`src/design/sei_pkg.sv`:
```
package sei_pkg;

  // clock rate and documented times, each count derived from its time
  localparam int unsigned CLK_KHZ        = 40000;
  localparam int unsigned WAKE_LOW_US    = 60;
  localparam int unsigned WAKE_HIGH_US   = 1500;
  localparam int unsigned WATCHDOG_MS    = 1300;
  // least time, rounded up to whole cycles
  localparam int unsigned WAKE_LOW_CYC   = (WAKE_LOW_US * CLK_KHZ + 999) / 1000;
  localparam int unsigned WAKE_HIGH_CYC  = (WAKE_HIGH_US * CLK_KHZ + 999) / 1000;
  // longest time, rounded down
  localparam int unsigned WATCHDOG_CYC   = WATCHDOG_MS * CLK_KHZ;

  // word address selector values
  localparam logic [7:0] FN_RESET   = 8'h00;
  localparam logic [7:0] FN_SLEEP   = 8'h01;
  localparam logic [7:0] FN_IDLE    = 8'h02;
  localparam logic [7:0] FN_COMMAND = 8'h03;
  localparam logic [7:0] FN_NONE    = 8'hFF;

  // status group returned when no result is held
  localparam logic [7:0] STATUS_GROUP_LEN = 8'h04;
  localparam logic [7:0] PTR_RESET        = 8'h00;
  localparam logic [3:0] BITS_PER_BYTE    = 4'h8;

  // byte written into the input command buffer
  typedef struct packed {
    logic       valid;
    logic [7:0] idx;
    logic [7:0] data;
  } sei_in_wr_s;

  // view of the output buffer seen by the read path
  typedef struct packed {
    logic        result_valid;
    logic [7:0]  result_len;
    logic [7:0]  data;
    logic [7:0]  status;
    logic [15:0] crc;
  } sei_out_s;

  typedef enum logic [8:0] {
    S_WAIT  = 9'h001,
    S_ADDR  = 9'h002,
    S_AACK  = 9'h004,
    S_WBYTE = 9'h008,
    S_WACK  = 9'h010,
    S_RBIT  = 9'h020,
    S_RACK  = 9'h040,
    S_SPARE = 9'h080,
    S_HOLD  = 9'h100
  } sei_bus_e;

  typedef enum logic [4:0] {
    PW_SLEEP = 5'h01,
    PW_WAKE  = 5'h02,
    PW_AWAKE = 5'h04,
    PW_BUSY  = 5'h08,
    PW_IDLE  = 5'h10
  } sei_pwr_e;

endpackage

```
`src/design/sei_i2c_port.sv`:
```
`timescale 1ns/1ps
// Overview of operation
// - byte after the write address selects what the packet does
// - selector 0x00 clears the buffer pointers to the first location
// - selector 0x01 enters sleep, clears volatile state, ignores bus
// - selector 0x02 enters idle, ignores bus, keeps key and digest state
// - selector 0x03 stores following bytes at consecutive input slots
// - after resync the read address is acked unless part of a command is held; data may float as 0xFF
// - address, 0x01, stop sleeps when awake and not busy, resets all
// - watchdog expiry while awake puts the device to sleep
// - wake from idle restarts the watchdog and keeps state
// - with no result a read gives count 4, status and two CRC bytes
// - address bits 7:1 match configured address, bit 0 one is read
// - read group is count, status or result packet, then 2-byte CRC
// - each read byte is the next sequential output buffer byte
// - read address is nacked while busy, idle or asleep
// - read address is nacked while only part of a command is held
// - stop with a complete command makes the device busy and start it
// - first command byte is the count; later excess bytes are dropped
module sei_i2c_port #(
  parameter int unsigned WAKE_HIGH_CYC = sei_pkg::WAKE_HIGH_CYC,
  parameter int unsigned WATCHDOG_CYC  = sei_pkg::WATCHDOG_CYC
) (
  input  wire logic               clk_i,
  input  wire logic               nrst_i,
  input  wire logic               scl_i,
  input  wire logic               sda_i,
  output logic                    sda_o,
  output logic                    sda_oe_n_o,
  input  wire logic [6:0]         bus_addr_i,
  input  wire sei_pkg::sei_out_s  out_buf_i,
  output logic [7:0]              out_idx_o,
  output sei_pkg::sei_in_wr_s     in_wr_o,
  output logic                    exec_start_o,
  input  wire logic               exec_done_i,
  output logic                    vol_clear_o,
  output logic                    awake_o,
  output logic                    idle_o,
  output logic                    busy_o
);

  logic [2:0]        scl_sync;
  logic [2:0]        sda_sync;
  logic              scl_f_reg;
  logic              sda_f_reg;
  logic              scl_d_reg;
  logic              sda_d_reg;
  sei_pkg::sei_bus_e st_reg;
  sei_pkg::sei_pwr_e pw_reg;
  logic [3:0]        bit_cnt_reg;
  logic [7:0]        shift_reg;
  logic [7:0]        tx_reg;
  logic              first_reg;
  logic              rd_reg;
  logic              mack_reg;
  logic              oe_n_reg;
  logic [7:0]        func_reg;
  logic [7:0]        in_cnt_reg;
  logic [7:0]        count_reg;
  logic [7:0]        out_ptr_reg;
  logic [31:0]       wake_cnt_reg;
  logic [31:0]       wdog_cnt_reg;
  logic              vol_clear_reg;
  logic              exec_start_reg;
  sei_pkg::sei_in_wr_s in_wr_reg;

  logic       scl_rise;
  logic       scl_fall;
  logic       start_det;
  logic       stop_det;
  logic       fall8;
  logic       addr_done;
  logic       addr_ok;
  logic       wa_done;
  logic       wd_done;
  logic       tx_load;
  logic       cmd_full;
  logic       cmd_part;
  logic       cmd_go;
  logic       go_sleep;
  logic       go_idle;
  logic       wdog_exp;
  logic       ptr_clear;
  logic [7:0] tx_byte;
  logic [7:0] grp_len;
  logic [7:0] ptr_inc;

  // three-stage synchronisers; a level is taken once stages two and three
  // agree, which also rejects single-cycle spikes on the open-drain lines
  always_ff @(posedge clk_i or negedge nrst_i) begin
    if (!nrst_i) begin
      scl_sync  <= 3'h7;
      sda_sync  <= 3'h7;
      scl_f_reg <= 1'b1;
      sda_f_reg <= 1'b1;
      scl_d_reg <= 1'b1;
      sda_d_reg <= 1'b1;
    end else begin
      scl_sync  <= {scl_sync[1:0], scl_i};
      sda_sync  <= {sda_sync[1:0], sda_i};
      scl_d_reg <= scl_f_reg;
      sda_d_reg <= sda_f_reg;
      if (scl_sync[1] == scl_sync[2]) begin
        scl_f_reg <= scl_sync[2];
      end
      if (sda_sync[1] == sda_sync[2]) begin
        sda_f_reg <= sda_sync[2];
      end
    end
  end

  // bus conditions and transfer events
  assign scl_rise  = scl_f_reg & ~scl_d_reg;
  assign scl_fall  = ~scl_f_reg & scl_d_reg;
  assign start_det = scl_f_reg & scl_d_reg & ~sda_f_reg & sda_d_reg;
  assign stop_det  = scl_f_reg & scl_d_reg & sda_f_reg & ~sda_d_reg;
  assign fall8     = scl_fall & (bit_cnt_reg == sei_pkg::BITS_PER_BYTE);
  assign addr_done = (st_reg == sei_pkg::S_ADDR) & fall8;
  assign wa_done   = (st_reg == sei_pkg::S_WBYTE) & fall8 & first_reg;
  assign wd_done   = (st_reg == sei_pkg::S_WBYTE) & fall8 & ~first_reg;
  assign tx_load   = scl_fall & (((st_reg == sei_pkg::S_AACK) & rd_reg) |
                     ((st_reg == sei_pkg::S_RACK) & mack_reg));

  // command buffer fill level
  assign cmd_full = (in_cnt_reg != 8'h00) & (in_cnt_reg >= count_reg);
  assign cmd_part = (in_cnt_reg != 8'h00) & ~cmd_full;
  // write packets always accepted when awake; reads refused while only part of a command is held
  assign addr_ok  = (shift_reg[7:1] == bus_addr_i) &
                    (pw_reg == sei_pkg::PW_AWAKE) &
                    (~shift_reg[0] | ~cmd_part);

  // actions taken when a stop closes a packet
  assign cmd_go   = stop_det & (pw_reg == sei_pkg::PW_AWAKE) &
                    cmd_full;
  assign go_sleep = stop_det & (pw_reg == sei_pkg::PW_AWAKE) &
                    (func_reg == sei_pkg::FN_SLEEP);
  assign go_idle  = stop_det & (pw_reg == sei_pkg::PW_AWAKE) &
                    (func_reg == sei_pkg::FN_IDLE);
  assign wdog_exp = (wdog_cnt_reg >= WATCHDOG_CYC - 1) &
                    ((pw_reg == sei_pkg::PW_AWAKE) |
                     (pw_reg == sei_pkg::PW_BUSY));
  assign ptr_clear = (wa_done & (shift_reg == sei_pkg::FN_RESET)) |
                     cmd_go | go_sleep | go_idle | wdog_exp;

  // read byte source: result buffer, or the fixed status group
  always_comb begin
    grp_len = sei_pkg::STATUS_GROUP_LEN;
    tx_byte = sei_pkg::STATUS_GROUP_LEN;
    if (out_buf_i.result_valid) begin
      grp_len = out_buf_i.result_len;
      tx_byte = out_buf_i.data;
    end else begin
      case (out_ptr_reg[1:0])
        2'h0:    tx_byte = sei_pkg::STATUS_GROUP_LEN;
        2'h1:    tx_byte = out_buf_i.status;
        2'h2:    tx_byte = out_buf_i.crc[7:0];
        default: tx_byte = out_buf_i.crc[15:8];
      endcase
    end
  end
  // the pointer wraps at the group end so the group can be read again
  assign ptr_inc = ((out_ptr_reg + 8'h01) >= grp_len) ? sei_pkg::PTR_RESET :
                   out_ptr_reg + 8'h01;

  // bit-level engine; held quiet unless the port is awake or busy
  always_ff @(posedge clk_i or negedge nrst_i) begin
    if (!nrst_i) begin
      st_reg      <= sei_pkg::S_WAIT;
      bit_cnt_reg <= 4'h0;
      shift_reg   <= 8'h00;
      tx_reg      <= 8'h00;
      first_reg   <= 1'b0;
      rd_reg      <= 1'b0;
      mack_reg    <= 1'b0;
      oe_n_reg    <= 1'b1;
    end else if ((pw_reg != sei_pkg::PW_AWAKE) &&
                 (pw_reg != sei_pkg::PW_BUSY)) begin
      st_reg   <= sei_pkg::S_WAIT;
      oe_n_reg <= 1'b1;
    end else if (start_det) begin
      // a repeated start also ends the nine-clock recovery sequence
      st_reg      <= sei_pkg::S_ADDR;
      bit_cnt_reg <= 4'h0;
      oe_n_reg    <= 1'b1;
    end else if (stop_det) begin
      st_reg   <= sei_pkg::S_WAIT;
      oe_n_reg <= 1'b1;
    end else begin
      if (scl_rise) begin
        shift_reg   <= {shift_reg[6:0], sda_f_reg};
        bit_cnt_reg <= bit_cnt_reg + 4'h1;
        if (st_reg == sei_pkg::S_RACK) begin
          mack_reg <= ~sda_f_reg;
        end
      end
      case (st_reg)
        sei_pkg::S_ADDR: begin
          if (addr_done) begin
            rd_reg <= shift_reg[0];
            if (addr_ok) begin
              st_reg   <= sei_pkg::S_AACK;
              oe_n_reg <= 1'b0;
            end else begin
              st_reg <= sei_pkg::S_WAIT;
            end
          end
        end
        sei_pkg::S_AACK: begin
          if (scl_fall) begin
            bit_cnt_reg <= 4'h0;
            first_reg   <= 1'b1;
            if (rd_reg) begin
              st_reg   <= sei_pkg::S_RBIT;
              tx_reg   <= tx_byte;
              oe_n_reg <= tx_byte[7];
            end else begin
              st_reg   <= sei_pkg::S_WBYTE;
              oe_n_reg <= 1'b1;
            end
          end
        end
        sei_pkg::S_WBYTE: begin
          if (fall8) begin
            first_reg <= 1'b0;
            // reserved selectors are not acknowledged
            if (first_reg && (shift_reg > sei_pkg::FN_COMMAND)) begin
              st_reg <= sei_pkg::S_WAIT;
            end else begin
              st_reg   <= sei_pkg::S_WACK;
              oe_n_reg <= 1'b0;
            end
          end
        end
        sei_pkg::S_WACK: begin
          if (scl_fall) begin
            st_reg      <= sei_pkg::S_WBYTE;
            bit_cnt_reg <= 4'h0;
            oe_n_reg    <= 1'b1;
          end
        end
        sei_pkg::S_RBIT: begin
          if (fall8) begin
            st_reg   <= sei_pkg::S_RACK;
            oe_n_reg <= 1'b1;
          end else if (scl_fall) begin
            tx_reg   <= {tx_reg[6:0], 1'b0};
            oe_n_reg <= tx_reg[6];
          end
        end
        sei_pkg::S_RACK: begin
          if (scl_fall) begin
            bit_cnt_reg <= 4'h0;
            if (mack_reg) begin
              st_reg   <= sei_pkg::S_RBIT;
              tx_reg   <= tx_byte;
              oe_n_reg <= tx_byte[7];
            end else begin
              st_reg <= sei_pkg::S_WAIT;
            end
          end
        end
        default: begin
          oe_n_reg <= 1'b1;
        end
      endcase
    end
  end

  // packet function selector, cleared by each start
  always_ff @(posedge clk_i or negedge nrst_i) begin
    if (!nrst_i) begin
      func_reg <= sei_pkg::FN_NONE;
    end else if (start_det || (pw_reg != sei_pkg::PW_AWAKE)) begin
      func_reg <= sei_pkg::FN_NONE;
    end else if (wa_done) begin
      func_reg <= shift_reg;
    end
  end

  // input command buffer fill; bytes past the count are dropped
  always_ff @(posedge clk_i or negedge nrst_i) begin
    if (!nrst_i) begin
      in_cnt_reg <= 8'h00;
      count_reg  <= 8'h00;
      in_wr_reg  <= '0;
    end else begin
      in_wr_reg.valid <= 1'b0;
      if (ptr_clear) begin
        in_cnt_reg <= sei_pkg::PTR_RESET;
      end else if (wd_done && (func_reg == sei_pkg::FN_COMMAND) &&
                   !cmd_full) begin
        in_wr_reg.valid <= 1'b1;
        in_wr_reg.idx   <= in_cnt_reg;
        in_wr_reg.data  <= shift_reg;
        in_cnt_reg      <= in_cnt_reg + 8'h01;
        if (in_cnt_reg == 8'h00) begin
          count_reg <= shift_reg;
        end
      end
    end
  end

  // output buffer read pointer
  always_ff @(posedge clk_i or negedge nrst_i) begin
    if (!nrst_i) begin
      out_ptr_reg <= sei_pkg::PTR_RESET;
    end else if (ptr_clear) begin
      out_ptr_reg <= sei_pkg::PTR_RESET;
    end else if (tx_load) begin
      out_ptr_reg <= ptr_inc;
    end
  end

  // power state; powers up asleep and waits for a wake pulse
  always_ff @(posedge clk_i or negedge nrst_i) begin
    if (!nrst_i) begin
      pw_reg         <= sei_pkg::PW_SLEEP;
      wake_cnt_reg   <= 32'h0;
      vol_clear_reg  <= 1'b0;
      exec_start_reg <= 1'b0;
    end else begin
      vol_clear_reg  <= 1'b0;
      exec_start_reg <= 1'b0;
      case (pw_reg)
        sei_pkg::PW_SLEEP, sei_pkg::PW_IDLE: begin
          // data low long enough, then released, counts as a wake
          if (!sda_f_reg) begin
            if (wake_cnt_reg < sei_pkg::WAKE_LOW_CYC) begin
              wake_cnt_reg <= wake_cnt_reg + 32'h1;
            end
          end else begin
            wake_cnt_reg <= 32'h0;
            if (wake_cnt_reg >= sei_pkg::WAKE_LOW_CYC) begin
              pw_reg <= sei_pkg::PW_WAKE;
            end
          end
        end
        sei_pkg::PW_WAKE: begin
          // clock line is ignored until the wake-high delay has passed
          wake_cnt_reg <= wake_cnt_reg + 32'h1;
          if (wake_cnt_reg >= WAKE_HIGH_CYC - 1) begin
            wake_cnt_reg <= 32'h0;
            pw_reg       <= sei_pkg::PW_AWAKE;
          end
        end
        sei_pkg::PW_AWAKE: begin
          if (wdog_exp || go_sleep) begin
            pw_reg        <= sei_pkg::PW_SLEEP;
            vol_clear_reg <= 1'b1;
          end else if (go_idle) begin
            pw_reg <= sei_pkg::PW_IDLE;
          end else if (cmd_go) begin
            pw_reg         <= sei_pkg::PW_BUSY;
            exec_start_reg <= 1'b1;
          end
        end
        sei_pkg::PW_BUSY: begin
          if (wdog_exp) begin
            pw_reg        <= sei_pkg::PW_SLEEP;
            vol_clear_reg <= 1'b1;
          end else if (exec_done_i) begin
            pw_reg <= sei_pkg::PW_AWAKE;
          end
        end
        default: begin
          pw_reg <= sei_pkg::PW_SLEEP;
        end
      endcase
    end
  end

  // watchdog runs only while awake or busy; idle stops and resets it
  always_ff @(posedge clk_i or negedge nrst_i) begin
    if (!nrst_i) begin
      wdog_cnt_reg <= 32'h0;
    end else if ((pw_reg == sei_pkg::PW_AWAKE) ||
                 (pw_reg == sei_pkg::PW_BUSY)) begin
      wdog_cnt_reg <= wdog_cnt_reg + 32'h1;
    end else begin
      wdog_cnt_reg <= 32'h0;
    end
  end

  // the pad only ever pulls low; release lets the pull-up read 0xFF
  assign sda_o        = 1'b0;
  assign sda_oe_n_o   = oe_n_reg;
  assign out_idx_o    = out_ptr_reg;
  assign in_wr_o      = in_wr_reg;
  assign exec_start_o = exec_start_reg;
  assign vol_clear_o  = vol_clear_reg;
  assign awake_o      = (pw_reg == sei_pkg::PW_AWAKE);
  assign idle_o       = (pw_reg == sei_pkg::PW_IDLE);
  assign busy_o       = (pw_reg == sei_pkg::PW_BUSY);

endmodule

```
`config.mk`:
```
export PLATFORM = sky130hd
export DESIGN_NAME = sei_i2c_port
export DESIGN_NICKNAME = d
export VERILOG_FILES = /design/src/design/sei_pkg.sv /design/src/design/sei_i2c_port.sv
export SDC_FILE = /design/constraint.sdc
export NUM_CORES = 1
export LEC_CHECK = 0
export BUFFER_PORTS_ARGS = -buffer_cell sky130_fd_sc_hd__buf_4
export CAP_MARGIN = 5
export CORE_MARGIN = 2
export CORE_UTILIZATION = 65
export DETAILED_ROUTE_END_ITERATION = 7
export PLACE_DENSITY_LB_ADDON = 0.1
export SLEW_MARGIN = 40
export SYNTH_ARGS = -nofsm -noshare
export SYNTH_HDL_FRONTEND = slang
export SYNTH_SLANG_ARGS = --single-unit
```
`constraint.sdc`:
```
create_clock -name clk_i -period 3.9 [get_ports clk_i]
set_input_delay 0.195 -clock clk_i [delete_from_list [all_inputs] [get_ports clk_i]]
set_output_delay 0.195 -clock clk_i [all_outputs]
set_load 0.05 [all_outputs]
```
==> impl_metrics.py <==
metrics = {
    "critical_path": {
        "cp_slowest_cell": "ha_1",
        "r2r-start": "out_idx_o[0]",
        "max_stage_delay_ps": 590,
        "cp-end-kind": "flip-flop",
        "worstSetupPathType": "flip-flop to flip-flop",
        "crit_top_cell": "ha_1",
        "cp.arrival_ps": 3450,
        "crit_family": "compound AO/OA/AOI/OAI gates",
        "start_kind": "flip-flop",
        "crit_start": "out_idx_o[0]",
        "crit_fanout": 19,
        "crit_buf_inv": 0,
        "required_ps": 4220,
        "cp_cell_sequence": "ha_1 > nand3_1 > nor2_1 > xor2_1 > ha_1 > a2111o_1 > a31oi_1 > o21a_1 > o211ai_1 > a21oi_1",
    },
    "routing": {
        "drt_iter0_drc": 563,
        "drc_errors": 0,
        "post_drt_wl_per_cell_um": 17.1,
        "drtPass1Iterations": 5,
        "via_per_inst": 6.20,
        "finalWirelength_mm": 19.8,
        "vias": 7164,
        "ant_nets": 0,
    },
    "floorplanning": {
        "die-area_um2": 14500,
        "rows": 42,
        "initial_utilization_pct": 66.7,
        "fp.dieW_um": 121,
        "core_um2": 13200,
        "io_pins": 85,
        "fp.dieH_um": 121,
    },
    "pwr": {
        "netSwitchingPower_mw": 0.787,
        "fin_total_pwr_mw": 3.46,
        "p_int_mw": 2.67,
        "switching_share_pct": 22.8,
        "p_leak_nw": 4.72,
        "p_per_area_nw_per_um2": 340,
        "combPwrFrac_pct": 4.6,
        "power_frac_clock_pct": 46.4,
        "irDropWorstVdd_v": 0.000331,
        "power_frac_seq_pct": 49.0,
    },
    "global_routing": {
        "grt-ovfl-total": 0,
        "antenna_found_initial": 0,
        "grt_max_degree": 104,
        "grt_usage_pct": 28.3,
        "grt_pass1_vias": 7071,
        "grt_pass1_wl_mm": 33.2,
    },
    "yosys": {
        "synthDistinctLibCells": 75,
        "async_flop_share_pct": 100,
        "synth-seq-cells": 160,
        "ys_top_cells_by_area": "dfrtp_1, dfstp_2, nor2_1",
        "syn_area_um2": 8830,
        "synth_edf_count": 0,
        "yosysTopAreaCell": "dfrtp_1",
        "ys_warn_count": 0,
        "synth-seq-area-share_pct": 45.6,
        "syn_inst": 894,
        "syn-num-nets": 974,
        "synth_top_area_share_pct": 39.4,
        "yosys_most_used_dff": "dfrtp_1",
        "avgSynthCellArea_um2": 9.88,
    },
    "finish": {
        "syn2layout_area_growth_pct": 15.1,
        "post-route-util_pct": 76.8,
        "register_area_um2": 4030,
        "fillers": 928,
        "antennaDiodeCount": 0,
        "nets": 1046,
        "stdcell_count": 1155,
        "final_layout_size_suffix_gt1_share_pct": 19.9,
        "layout_common_cells": "dfrtp_1, nor2_1, buf_4",
        "final_cell_area_um2": 10200,
        "multi_input_area_um2": 4500,
        "layout_commonest_cell": "dfrtp_1",
    },
    "cts": {
        "cts_buffers": 17,
        "cts-root-buf": "clkbuf_16",
        "post_cts_resized": 0,
        "cts_hold_buffers": 3,
        "postCtsSetupRepairBufs": 0,
        "htree_levels": 4,
        "clock_sinks": 160,
        "clock_latency_ps": 430,
        "cts_tree": "built",
        "cts_max_path_buffers": 2,
        "clk_pin_slew_ps": 60,
    },
    "sta": {
        "setup_viol": 0,
        "period_minus_slack_ps": 3130,
        "max_freq_mhz": 320,
        "rsz0062_at_grt": "no",
        "fin_skew_ps": 9.10,
        "max_slew_margin_pct": 49.8,
        "worstMarginPinSlew_ps": 750,
        "setup_tns_ps": 0,
        "finalHoldViolCount": 0,
        "drv_slew": 0,
        "period_share_pct": 80.2,
    },
    "worst_hold_path": {
        "hp-class": "input pin to flip-flop",
        "hold_start": "exec_done_i",
    },
    "placement": {
        "place_area_um2": 9530,
        "hpwlAfterDp_mm": 13.4,
        "gp_congestion": 0.890,
        "dp_cells": 1118,
        "io_buffers": 83,
    },
    "status": {
        "status": "finished clean",
    },
    "run": {
        "max_cap_viol_count": 0,
    },
}
-- area by class of cell --
cell class	count	share of cell area, %
Tap cell	176	2.17
Timing Repair Buffer	94	7.41
Clock inverter	10	1.05
Inverter	26	0.960
Clock buffer	22	4.57
Multi-Input combinational cell	667	44.2
Sequential cell	160	39.6
-- cell usage after synthesis (all sizes together), types with 5 or more instances --
cell and number:
a221oi 9, a21oi 38, ha 27, o21ai 42
xnor2 20, nand3 34, a21o 5, nand4 12
xor2 42, inv 26, and3 24, or3 11
or4 5, mux2i 12, and4 8, nor4 15
nor2 114, mux2 40, dfstp 21, nor2b 14
dfrtp 139, nand2 68, o22ai 7, a31oi 12
a41oi 8, o21a 7, buf 13, o211ai 10
and2 10, clkbuf 28, o2111ai 9, nor3 22
-- power groups by stage --
stage	clock network (mW)	logic (mW)	registers (mW)
after global routing	1.70	0.177	1.69
after CTS	1.62	0.156	1.69
after floorplan	0	0.0614	1.72
final	1.60	0.158	1.69
after detailed placement	0	0.153	1.72
after global placement	0	0.146	1.72
-- worst paths after layout --
check / endpoint / slack (ps) / cells after the start
min in group asynchronous: wdog_cnt_reg[19] / 260 / 2
worst min register to register: sda_sync[1] / 360 / 0
max in group asynchronous: func_reg[7] / 2950 / 3
worst max register to register: out_idx_o[1] / 770 / 10
worst min-delay path: pw_reg[0] / 110 / 3
worst max-delay path: out_idx_o[1] / 770 / 10
-- tightest hold or removal path, stage by stage --
cell     delay (ps)
buf_4            90
o211a_1         180
a21oi_1          60
-- routing by layer --
layer | vias up | GRT usage (%) | part of all wire [%]
met5 | - | 0 | 0
met4 | 0 | 9.88 | 2.3
met3 | 48 | 6.27 | 5.9
met2 | 247 | 47.1 | 50
met1 | 3514 | 36.8 | 42
li1 | 3355 | - | -
-- kinds of logic (layout without fill, tap and decap cells) --
kind of cell             count (synthesis)  in the layout  share of synthesized area (%)
flip-flops                             160            160                           45.6
XOR/XNOR                                62             62                           6.15
AND/OR/NAND/NOR                        355            355                           20.9
adder cells (fa/ha/maj)                 29             29                           4.05
multiplexers                            52             52                           6.89
buffers and inverters                   67            152                           3.46
other                                    1              1                         0.0425
AO/OA/AOI/OAI                          168            168                           12.8
-- per-stage QoR --
step | hold slack, ps | setup slack [ps]
detailed placement | 290 | 878
floorplan | -101 | 1050
CTS | 91.4 | 819
global placement | 304 | 1040
global route | 116 | 511
finish | 114 | 773
(Power assumes the default switching activity.)
